<file path="src/design/sar_pkg.sv">
package sar_pkg;
    localparam logic [3:0]  CH_PIN_LAST   = 4'h8;
    localparam logic [3:0]  CH_GROUND     = 4'h9;
    localparam logic [3:0]  CH_VREF       = 4'ha;
    localparam logic [3:0]  CH_TEMP       = 4'hb;
    localparam logic [2:0]  REF_INTERNAL  = 3'h0;
    localparam logic [2:0]  REF_SUPPLY    = 3'h1;
    localparam logic [2:0]  WIN_NONE      = 3'h0;
    localparam logic [2:0]  WIN_BELOW     = 3'h1;
    localparam logic [2:0]  WIN_ABOVE     = 3'h2;
    localparam logic [2:0]  WIN_INSIDE    = 3'h3;
    localparam logic [2:0]  WIN_OUTSIDE   = 3'h4;
    localparam logic [2:0]  ACC_LOG_MAX   = 3'h6;
    localparam logic [4:0]  PRE_TICKS     = 5'h02;
    localparam logic [4:0]  TOP_BIT       = 5'h09;
    localparam logic [4:0]  LAST_BIT_10   = 5'h00;
    localparam logic [4:0]  LAST_BIT_8    = 5'h02;
    localparam logic [3:0]  TICKS_TO_END  = 4'hc;
    localparam logic [9:0]  TRIAL_FIRST   = 10'h200;
    localparam logic [3:0]  LFSR_SEED     = 4'h9;
    localparam logic [8:0]  DIV_BASE      = 9'h002;

    typedef enum logic [5:0] {
        S_IDLE   = 6'b000001,
        S_SYNC   = 6'b000010,
        S_DELAY  = 6'b000100,
        S_PRE    = 6'b001000,
        S_SAR    = 6'b010000,
        S_FINISH = 6'b100000
    } state_t;
endpackage

</file>
<file path="src/design/sar_clock_divider.sv">
module sar_clock_divider (
    input  wire logic       clock,
    input  wire logic       rst,
    input  wire logic       run,
    input  wire logic       hold,
    input  wire logic [2:0] divSelect,
    output logic            tick
);
    logic [8:0] count_reg;
    logic [8:0] count_next;
    logic [8:0] limit;

    // Counter held at zero outside conversions
    always_comb begin
        limit = (sar_pkg::DIV_BASE << divSelect) - 9'h001;
        tick = run && !hold && (count_reg == limit);
        if (!run || tick) begin
            count_next = 9'h000;
        end else if (hold) begin
            count_next = count_reg;
        end else begin
            count_next = count_reg + 9'h001;
        end
    end

    always_ff @(posedge clock or posedge rst) begin
        if (rst) begin
            count_reg <= 9'h000;
        end else begin
            count_reg <= count_next;
        end
    end
endmodule

</file>
<file path="src/design/sar_converter_control.sv">
module sar_converter_control (
    input  wire logic        clock,
    input  wire logic        rst,
    input  wire logic        enable,
    input  wire logic        resolutionSelect,
    input  wire logic        freeRunningBit,
    input  wire logic [2:0]  accumulationCount,
    input  wire logic [3:0]  sampleDelay,
    input  wire logic        sampleDelayVary,
    input  wire logic [2:0]  referenceSelect,
    input  wire logic [2:0]  clockDividerSelect,
    input  wire logic [3:0]  inputChannelSelect,
    input  wire logic        eventStartEnable,
    input  wire logic        startEvent,
    input  wire logic        startWrite,
    input  wire logic        readResult,
    input  wire logic        clearReadyWrite,
    input  wire logic        clearWindowWrite,
    input  wire logic        readyIntEnable,
    input  wire logic        windowIntEnable,
    input  wire logic [2:0]  windowMode,
    input  wire logic [15:0] windowLow,
    input  wire logic [15:0] windowHigh,
    input  wire logic        debugHalt,
    input  wire logic        runWhileDebugHalted,
    input  wire logic        touchControllerEnable,
    input  wire logic        touchStart,
    input  wire logic [3:0]  touchChannel,
    input  wire logic [2:0]  touchReference,
    input  wire logic        compIn,
    output logic             conversionStartBit,
    output logic [15:0]      conversionResult,
    output logic             resultReadyFlag,
    output logic             windowFlag,
    output logic             readyIrq,
    output logic             windowIrq,
    output logic             analogPowerOn,
    output logic [3:0]       channelSelectOut,
    output logic [2:0]       referenceSelectOut,
    output logic             sampleHold,
    output logic [9:0]       sarCode
);
    typedef struct packed {
        sar_pkg::state_t state;
        logic [4:0]      cnt;
        logic [3:0]      tickCnt;
        logic [9:0]      code;
        logic [15:0]     acc;
        logic [6:0]      sampCnt;
        logic            res8;
        logic            startBit;
        logic            ready;
        logic            winFlag;
        logic [15:0]     result;
        logic [3:0]      chan;
        logic [2:0]      reference_select;
        logic            evPrev;
        logic [3:0]      lfsr;
        logic            hold;
    } regs_t;

    regs_t       r_reg;
    regs_t       r_next;
    logic        tick;
    logic        stall;
    logic        runDiv;
    logic        eventEdge;
    logic        startReq;
    logic        doneEvt;
    logic [6:0]  target;
    logic [9:0]  bitMask;
    logic [15:0] sample;
    logic [15:0] accSum;
    logic        winHit;
    logic [3:0]  chanSel;
    logic [2:0]  refPick;
    logic [4:0]  dly;
    logic [4:0]  lastBit;

    sar_clock_divider divider (
        .clock     (clock),
        .rst       (rst),
        .run       (runDiv),
        .hold      (stall),
        .divSelect (clockDividerSelect),
        .tick      (tick)
    );

    always_comb begin
        stall = debugHalt && !runWhileDebugHalted;
        runDiv = enable && (r_reg.state != sar_pkg::S_IDLE);
        chanSel = touchControllerEnable ? touchChannel : inputChannelSelect;
        refPick = touchControllerEnable ? touchReference : referenceSelect;
        eventEdge = startEvent && !r_reg.evPrev;
        if (touchControllerEnable) begin
            startReq = touchStart;
        end else begin
            startReq = startWrite || (eventStartEnable && eventEdge);
        end
        if (accumulationCount > sar_pkg::ACC_LOG_MAX) begin
            target = 7'h01 << sar_pkg::ACC_LOG_MAX;
        end else begin
            target = 7'h01 << accumulationCount;
        end
        bitMask = 10'h001 << r_reg.cnt[3:0];
        lastBit = r_reg.res8 ? sar_pkg::LAST_BIT_8 : sar_pkg::LAST_BIT_10;
        sample = r_reg.res8 ? {8'h00, r_reg.code[9:2]} : {6'h00, r_reg.code};
        accSum = r_reg.acc + sample;
        dly = {1'b0, sampleDelay} + (sampleDelayVary ? {3'h0, r_reg.lfsr[1:0]} : 5'h00);
        doneEvt = enable && !stall && tick && (r_reg.state == sar_pkg::S_FINISH)
                  && ((r_reg.sampCnt + 7'h01) == target);
        case (windowMode)
            sar_pkg::WIN_BELOW:   winHit = accSum < windowLow;
            sar_pkg::WIN_ABOVE:   winHit = accSum > windowHigh;
            sar_pkg::WIN_INSIDE:  winHit = (accSum >= windowLow) && (accSum <= windowHigh);
            sar_pkg::WIN_OUTSIDE: winHit = (accSum < windowLow) || (accSum > windowHigh);
            default:              winHit = 1'b0;
        endcase

        r_next = r_reg;
        r_next.hold = 1'b0;
        r_next.evPrev = startEvent;
        r_next.lfsr = {r_reg.lfsr[2:0], r_reg.lfsr[3] ^ r_reg.lfsr[2]};
        // Clears first so a same-cycle set wins
        if (readResult || clearReadyWrite) begin
            r_next.ready = 1'b0;
        end
        if (clearWindowWrite) begin
            r_next.winFlag = 1'b0;
        end
        if (!enable) begin
            r_next.state = sar_pkg::S_IDLE;
            r_next.startBit = 1'b0;
            r_next.cnt = 5'h00;
            r_next.code = 10'h000;
        end else if (!stall) begin
            if ((r_reg.state == sar_pkg::S_IDLE) || (r_reg.state == sar_pkg::S_FINISH)) begin
                r_next.chan = chanSel;
                r_next.reference_select = refPick;
            end
            case (r_reg.state)
                sar_pkg::S_IDLE: begin
                    if (startReq) begin
                        r_next.startBit = 1'b1;
                        r_next.state = sar_pkg::S_SYNC;
                        r_next.acc = 16'h0000;
                        r_next.sampCnt = 7'h00;
                        r_next.res8 = resolutionSelect;
                    end
                end
                sar_pkg::S_SYNC: begin
                    if (tick) begin
                        r_next.state = sar_pkg::S_PRE;
                        r_next.cnt = 5'h00;
                        r_next.tickCnt = 4'h0;
                    end
                end
                sar_pkg::S_DELAY: begin
                    if (tick) begin
                        if (r_reg.cnt == 5'h00) begin
                            r_next.state = sar_pkg::S_PRE;
                            r_next.tickCnt = 4'h0;
                        end else begin
                            r_next.cnt = r_reg.cnt - 5'h01;
                        end
                    end
                end
                sar_pkg::S_PRE: begin
                    if (tick) begin
                        r_next.tickCnt = r_reg.tickCnt + 4'h1;
                        if (r_reg.cnt == sar_pkg::PRE_TICKS - 5'h01) begin
                            r_next.hold = 1'b1;
                            r_next.state = sar_pkg::S_SAR;
                            r_next.cnt = sar_pkg::TOP_BIT;
                            r_next.code = sar_pkg::TRIAL_FIRST;
                        end else begin
                            r_next.cnt = r_reg.cnt + 5'h01;
                        end
                    end
                end
                sar_pkg::S_SAR: begin
                    if (tick) begin
                        r_next.tickCnt = r_reg.tickCnt + 4'h1;
                        r_next.code = compIn ? r_reg.code : (r_reg.code & ~bitMask);
                        if (r_reg.cnt == lastBit) begin
                            r_next.state = sar_pkg::S_FINISH;
                        end else begin
                            r_next.code = (compIn ? r_reg.code : (r_reg.code & ~bitMask)) | (bitMask >> 1);
                            r_next.cnt = r_reg.cnt - 5'h01;
                        end
                    end
                end
                sar_pkg::S_FINISH: begin
                    if (tick) begin
                        r_next.acc = accSum;
                        if (doneEvt) begin
                            r_next.result = accSum;
                            r_next.ready = 1'b1;
                            if (winHit) begin
                                r_next.winFlag = 1'b1;
                            end
                            if (freeRunningBit && r_reg.startBit) begin
                                r_next.state = sar_pkg::S_PRE;
                                r_next.acc = 16'h0000;
                                r_next.sampCnt = 7'h00;
                                r_next.cnt = 5'h00;
                                r_next.tickCnt = 4'h0;
                                r_next.res8 = resolutionSelect;
                            end else begin
                                r_next.state = sar_pkg::S_IDLE;
                                r_next.startBit = 1'b0;
                            end
                        end else begin
                            r_next.sampCnt = r_reg.sampCnt + 7'h01;
                            r_next.tickCnt = 4'h0;
                            if (dly == 5'h00) begin
                                r_next.state = sar_pkg::S_PRE;
                                r_next.cnt = 5'h00;
                            end else begin
                                r_next.state = sar_pkg::S_DELAY;
                                r_next.cnt = dly - 5'h01;
                            end
                        end
                    end
                end
                default: begin
                    r_next.state = sar_pkg::S_IDLE;
                end
            endcase
        end
    end

    always_ff @(posedge clock or posedge rst) begin
        if (rst) begin
            r_reg <= '{state: sar_pkg::S_IDLE, cnt: 5'h00, tickCnt: 4'h0, code: 10'h000,
                       acc: 16'h0000, sampCnt: 7'h00, res8: 1'b0, startBit: 1'b0,
                       ready: 1'b0, winFlag: 1'b0, result: 16'h0000, chan: 4'h0,
                       reference_select: sar_pkg::REF_INTERNAL, evPrev: 1'b0,
                       lfsr: sar_pkg::LFSR_SEED, hold: 1'b0};
        end else begin
            r_reg <= r_next;
        end
    end

    assign conversionStartBit = r_reg.startBit;
    assign conversionResult = r_reg.result;
    assign resultReadyFlag = r_reg.ready;
    assign windowFlag = r_reg.winFlag;
    assign readyIrq = r_reg.ready && readyIntEnable;
    assign windowIrq = r_reg.winFlag && windowIntEnable;
    assign analogPowerOn = enable;
    assign channelSelectOut = r_reg.chan;
    assign referenceSelectOut = r_reg.reference_select;
    assign sampleHold = r_reg.hold;
    assign sarCode = r_reg.code;
endmodule

</file>
<file path="config.mk">
export PLATFORM = sky130hd
export DESIGN_NAME = sar_converter_control
export DESIGN_NICKNAME = d
export VERILOG_FILES = /design/src/design/sar_pkg.sv /design/src/design/sar_clock_divider.sv /design/src/design/sar_converter_control.sv
export SDC_FILE = /design/constraint.sdc
export NUM_CORES = 1
export LEC_CHECK = 0
export ABC_AREA = 0
export BUFFER_PORTS_ARGS = -buffer_cell sky130_fd_sc_hd__buf_2
export CELL_PAD_IN_SITES_DETAIL_PLACEMENT = 1
export CELL_PAD_IN_SITES_GLOBAL_PLACEMENT = 2
export CORE_UTILIZATION = 35
export CTS_BUF_LIST = sky130_fd_sc_hd__clkbuf_8
export CTS_CLUSTER_SIZE = 40
export DETAILED_ROUTE_END_ITERATION = 12
export GPL_TIMING_DRIVEN = 0
export PLACE_DENSITY = 0.86
export SYNTH_ARGS = -nofsm -noshare
export SYNTH_HDL_FRONTEND = slang
export SYNTH_SLANG_ARGS = --single-unit
</file>
<file path="constraint.sdc">
create_clock -name clock -period 5.25 [get_ports clock]
set_input_delay 0 -clock clock [delete_from_list [all_inputs] [get_ports clock]]
set_output_delay 0 -clock clock [all_outputs]
set_load 0.01 [all_outputs]
</file>
Word level (Yosys, flattened, before mapping)
Cells that the tools add are included.

word-level totals
  input port bits = 78
  register bits after elaboration = 90
  word-level logic and storage cells = 176

operators by class
  shift-type cells = 3
  equality and inequality tests = 44
  add/sub/neg operators = 9
  magnitude comparators = 5
  reduce and logical (&&, ||, !) cells = 37
  multiplexer cells = 56
  bitwise gates (word level) = 5

operator list
  kind                                           count
  25-bit 2-to-1 mux                              4
  75-bit 2-to-1 mux                              1
  15-bit 2-to-1 mux                              4
  10-bit 2-to-1 mux                              5
  25-bit one-hot mux with 2 select lines         1
  9-bit one-hot mux with 5 select lines          1
  43-bit 2-to-1 mux                              1
  3-bit inequality test (second input constant)  13
  9-bit 2-to-1 mux                               4
  6-bit one-hot mux with 6 select lines          1
  10-bit AND reduction                           3
  24-bit 2-to-1 mux                              1
  6-bit 2-to-1 mux                               4
  7-bit 2-to-1 mux                               3
  20-bit 2-to-1 mux                              1
  2-bit inequality test (second input constant)  10
  10-bit one-hot mux with 2 select lines         1
  18-bit 2-to-1 mux                              1
  16-bit by 10-bit adder with 16-bit output      1
  16-bit >= comparator                           1
  16-bit > comparator                            1
  16-bit <= comparator                           1
  16-bit less-than comparator                    1
  16-bit 2-to-1 mux                              1
  other kinds (51)                               94

Depth between registers and ports, before layout
  word-level depth = 13
  depth in mapped cells = 19

Hierarchy
From an unflattened synthesis, not the netlist that was laid out.

second synthesis, totals
  cells, all modules = 788
  area total of the unflattened synthesis = 6816.5 um2

by module, submodules not included
  module                 instances  cells an instance  area each (um2)
  sar_converter_control  1          704                6089.6
  sar_clock_divider      1          84                 726.9

Least setup slack after synthesis
OpenSTA, ideal clock, no wires.

  kind = reg2reg
  from = reg r_reg[32] (netlist bit)
  to = reg r_reg (netlist bit windowFlag)
  buffers on the path = 1
  stages on the path, launching flop included = 20
  path slack = 851 ps
  data required time = 5154 ps
  setup time = 96 ps
  period minus slack after synthesis = 4399 ps
  data arrival time = 4304 ps
  cells stage by stage = dfrtp_1 -> buf_1 -> mux2_2 -> fa_1 -> a21o_1 -> nand2_1 -> a21oi_1 -> o41ai_1 -> o21ai_0 -> and3_1 -> xor2_1 -> ha_1 -> nand4_1 -> a2111oi_0 -> o21ai_0 -> o211ai_1 -> a31o_2 -> a31oi_1 -> o21a_1 -> o32ai_2

RTL lines
  item                    line                          text
  from (decl)             sar_converter_control.sv:62   regs_t r_reg;
  from (signal assigned)  sar_converter_control.sv:235  r_reg <= '{state: sar_pkg::S_IDLE, cnt: 5'h00, tickCnt: 4'h0, code: 10'h000,
  from (signal assigned)  sar_converter_control.sv:241  r_reg <= r_next;

==> summary.md <==
| Metric | Value |
|---|---|
| Achievable Freq | 202 MHz |
| TritonCTS Buffers | 9 |
| Clock Path Buffers | 2 |
| Unrepaired setup endpoints after global routing | false |
| Number of I/O pins | 118 |
| Reg clk slew, reported paths | 0.09 ns |
| Worst Path Required | roughly 5.5 ns |
| CP Class | reg2reg |
| Routed wire per std cell | 16.5 um |
| Final Skew | 0.00976 ns |
| Layout cell share with drive strength beyond 1 | 0.236 |
| Largest fanout on the critical path | 10 |
| DR vias | 6041 |
| Leading area contributor after synthesis | dfrtp_1 |
| Critical Path Start | r_reg[32] |
| Main synth FF type | dfrtp_1 |
| Avg Synthesized Cell Area | 8.91 um2 |
| Overall routing resource usage | 0.198 |
| Die area | 19700 um2 |
| Tot Pwr | ~1.7 mW |
| EDFF count, synth | 0 |
| Slew at the pin closest to its max-slew limit | 0.933 ns |
| Worst hold path type | in2reg |
| Synth Net Count | 887 |
| Die X | 140 um |
| Hold path startpoint | debugHalt |
| Core area | around 19000 um2 |
| Vias in the first global route | 6234 |
| CTS root buf | clkbuf_8 |
| Synth top area share | 0.310 |
| First-pass GRT wire length | 31.2 mm |
| Clk sink count | 86 |
| Max Transition Viols Final | 0 |
| CTS tree | yes |
| Initial antenna violation count | 0 |
| Max IR drop VDD | 0.108 mV |
| Iter 0 DRT Violations | 195 |
| Core Rows | 50 |
| Largest net degree at the start of global routing | 50 |
| Initial Util | 0.357 |
| Final HPWL DP | between 10 and 15 mm |
| Cell Area, Synth | 6700 um2 |
| Synth top cells by count | dfrtp_1, inv_1, ha_1, nor2_1, nand2_1 |
| Antenna diodes | 0 |
| Area Overhead vs Synth | 20.2% |
| Insertion delay to the later sink of the worst-skew pair | 0.38 ns |
| Async set or reset register ratio after synthesis | 1.00 |
| DR vias/cell | approximately 5.3 |
| Status | finished, final reports clean |
| Nets@finish | 1037 |
| Top-count cell post-synth | dfrtp_1 |
| Slew margin rel. | 0.373 |
| Pwr/cell area | 211 nW/um2 |
| CP endpoint kind | flip-flop |
| Routed wire length | about 19 mm |
| Gate Count Post-Synth | about 750 |
| Finished Layout Cells | between 1000 and 1500 |
| Die span in y | 140 um |
| Synth warn | 0 |
| Final global-route overflow total | 0 |
| First-pass detailed-route iteration total | 4 |
| Largest register FFs | 37 |
| Minimum clock period after layout | about 4.9 ns |
| CTS H-Tree Depth | 3 |
| IO Port Bufs | roughly 110 |
| # setup viols final | 0 |
| Register area share after synthesis | 0.322 |
| Fin crit share | 0.941 |
| CP Data Arrival Time | 5.23 ns |
| Remaining antenna violation count | 0 |
| RePlAce Congestion | about 0.8 |
| Top cells by area, synth | dfrtp_1, ha_1, buf_4 |
| Cells after DPL | roughly 1100 |
| Final Hold Fails | 0 |
| Seq cells post-synth | 86 |
| Leak | 4.06 nW |
| # DRC | 0 |
| Synth cell types | 71 |
| Worst setup SP type | flip-flop |
| Worst r2r src | r_reg[32] |
| Max cap viols | 0 |
## layout by cell type (no fill, tap or decap), types with 6 or more instances in the layout
master         netlist  final
nand4_1             16     16
mux2_4              10     10
and2_1               8      8
nor2_1              55     55
o21ai_0             38     38
mux2_2              14     14
a41oi_1              8      8
and3_1              11     11
xor2_1              15     14
a31oi_1             10     10
a21oi_1             42     42
ha_1                55     55
nor2b_1             12     12
o31ai_1              8      8
dfrtp_1             83     83
o211ai_1             6      6
inv_1               56     59
a21o_1              11     11
xnor2_1             23     23
a22o_1              16     16
a211oi_1             6      6
mux2i_1             12     12
clkbuf_8             0      9
nand2_1             51     51
nand3_1             25     25
buf_4               35     35
buf_2                6    120
nor3_1              17     16
dlygate4sd3_1        0     24
clkbuf_1            18     18
## timing repair
item | 4_1_cts | 5_1_grt
endpoints found under the hold margin | 49 | 0
buffers inserted | 0 | 0
endpoints found under the setup margin | 1 | 1
gates resized for setup | 1 | 6
hold buffers | 24 | 0
pin swaps | 0 | 0
## critical path, stage by stage, from the launching register on
cell and delay (ns):
dfrtp_1 0.45, clkbuf_2 0.29, mux2_2 0.40, fa_1 0.44, a21o_1 0.21, nand2_1 0.07
a21oi_1 0.12, o41ai_4 0.34, o21ai_0 0.22, and3_1 0.25, xor2_2 0.18, ha_1 0.29
nand4_1 0.15, a2111oi_1 0.39, o21ai_0 0.20, o211ai_1 0.21, a31o_2 0.16, a31oi_1 0.09
o21a_1 0.19, o32ai_2 0.21
## cells by family (layout without fill, tap and decap cells)
logic type	Yosys count	in the layout	synth area share
compound gates	192	192	0.198
flops	86	86	0.322
buf+inv	117	272	0.0874
mux	37	37	0.0655
simple gates	225	225	0.169
fa+ha+maj	57	57	0.109
xor+xnor	38	38	0.0497
## per-layer routing
metal | share of wire | vias up | wire length (um) | track usage
met4 | 0.014 | 0 | 273 | 0.0596
met5 | 0 | - | 0 | 0
met1 | 0.48 | 2973 | 9070 | 0.264
li1 | - | 2984 | - | -
met3 | 0.021 | 19 | 391 | 0.0236
met2 | 0.48 | 65 | 9140 | 0.334
## cell type report
type | count | area (um2)
plain buffers | 61 | 377
clock inverters | 7 | 60.1
clock buffers | 9 | 124
inverters | 56 | 213
flip-flops and latches | 86 | 2160
repair buffers | 139 | 838
multi-input cells | 549 | 4000
fillers | 2261 | 10700
well taps | 234 | 293
## report_power, final
part | total (mW) | leakage [nW] | switching, mW | internal, mW
clock | 0.469 | 0.100 | 0.256 | 0.214
sequential | 0.749 | 1.16 | 0.0400 | 0.709
combinational | 0.485 | 2.80 | 0.273 | 0.212
total | 1.70 | 4.06 | 0.569 | 1.13
## per-stage QoR
step / area (um2) / hold slack [ns] / util / setup TNS (ns) / setup WS (ns)
2_1_floorplan: 6700 / 0.0314 / - / 0 / 0.851
3_3_place_gp: 7570 / 0.128 / 0.403 / -0.160 / -0.160
3_5_place_dp: 7600 / 0.0745 / 0.405 / -0.109 / -0.109
4_1_cts: 8030 / 0.0113 / 0.428 / 0 / 0.0552
5_1_grt: 8060 / 0.0356 / 0.429 / 0 / 0.0343
6_report: 8060 / 0.0266 / 0.429 / 0 / 0.310
## worst paths after layout
check	slack [ns]	endpoint	depth (start not counted)
hold reg to reg	0.40	r_reg[4]	0
min in group asynchronous	0.21	conversionResult[9]	3
setup reg to reg	0.31	windowFlag	19
hold / removal	0.03	divider.count_reg[1]	4
max in group asynchronous	4.35	r_reg[4]	4
setup / recovery	0.31	windowFlag	19
Power figures use the tool's default switching activity.
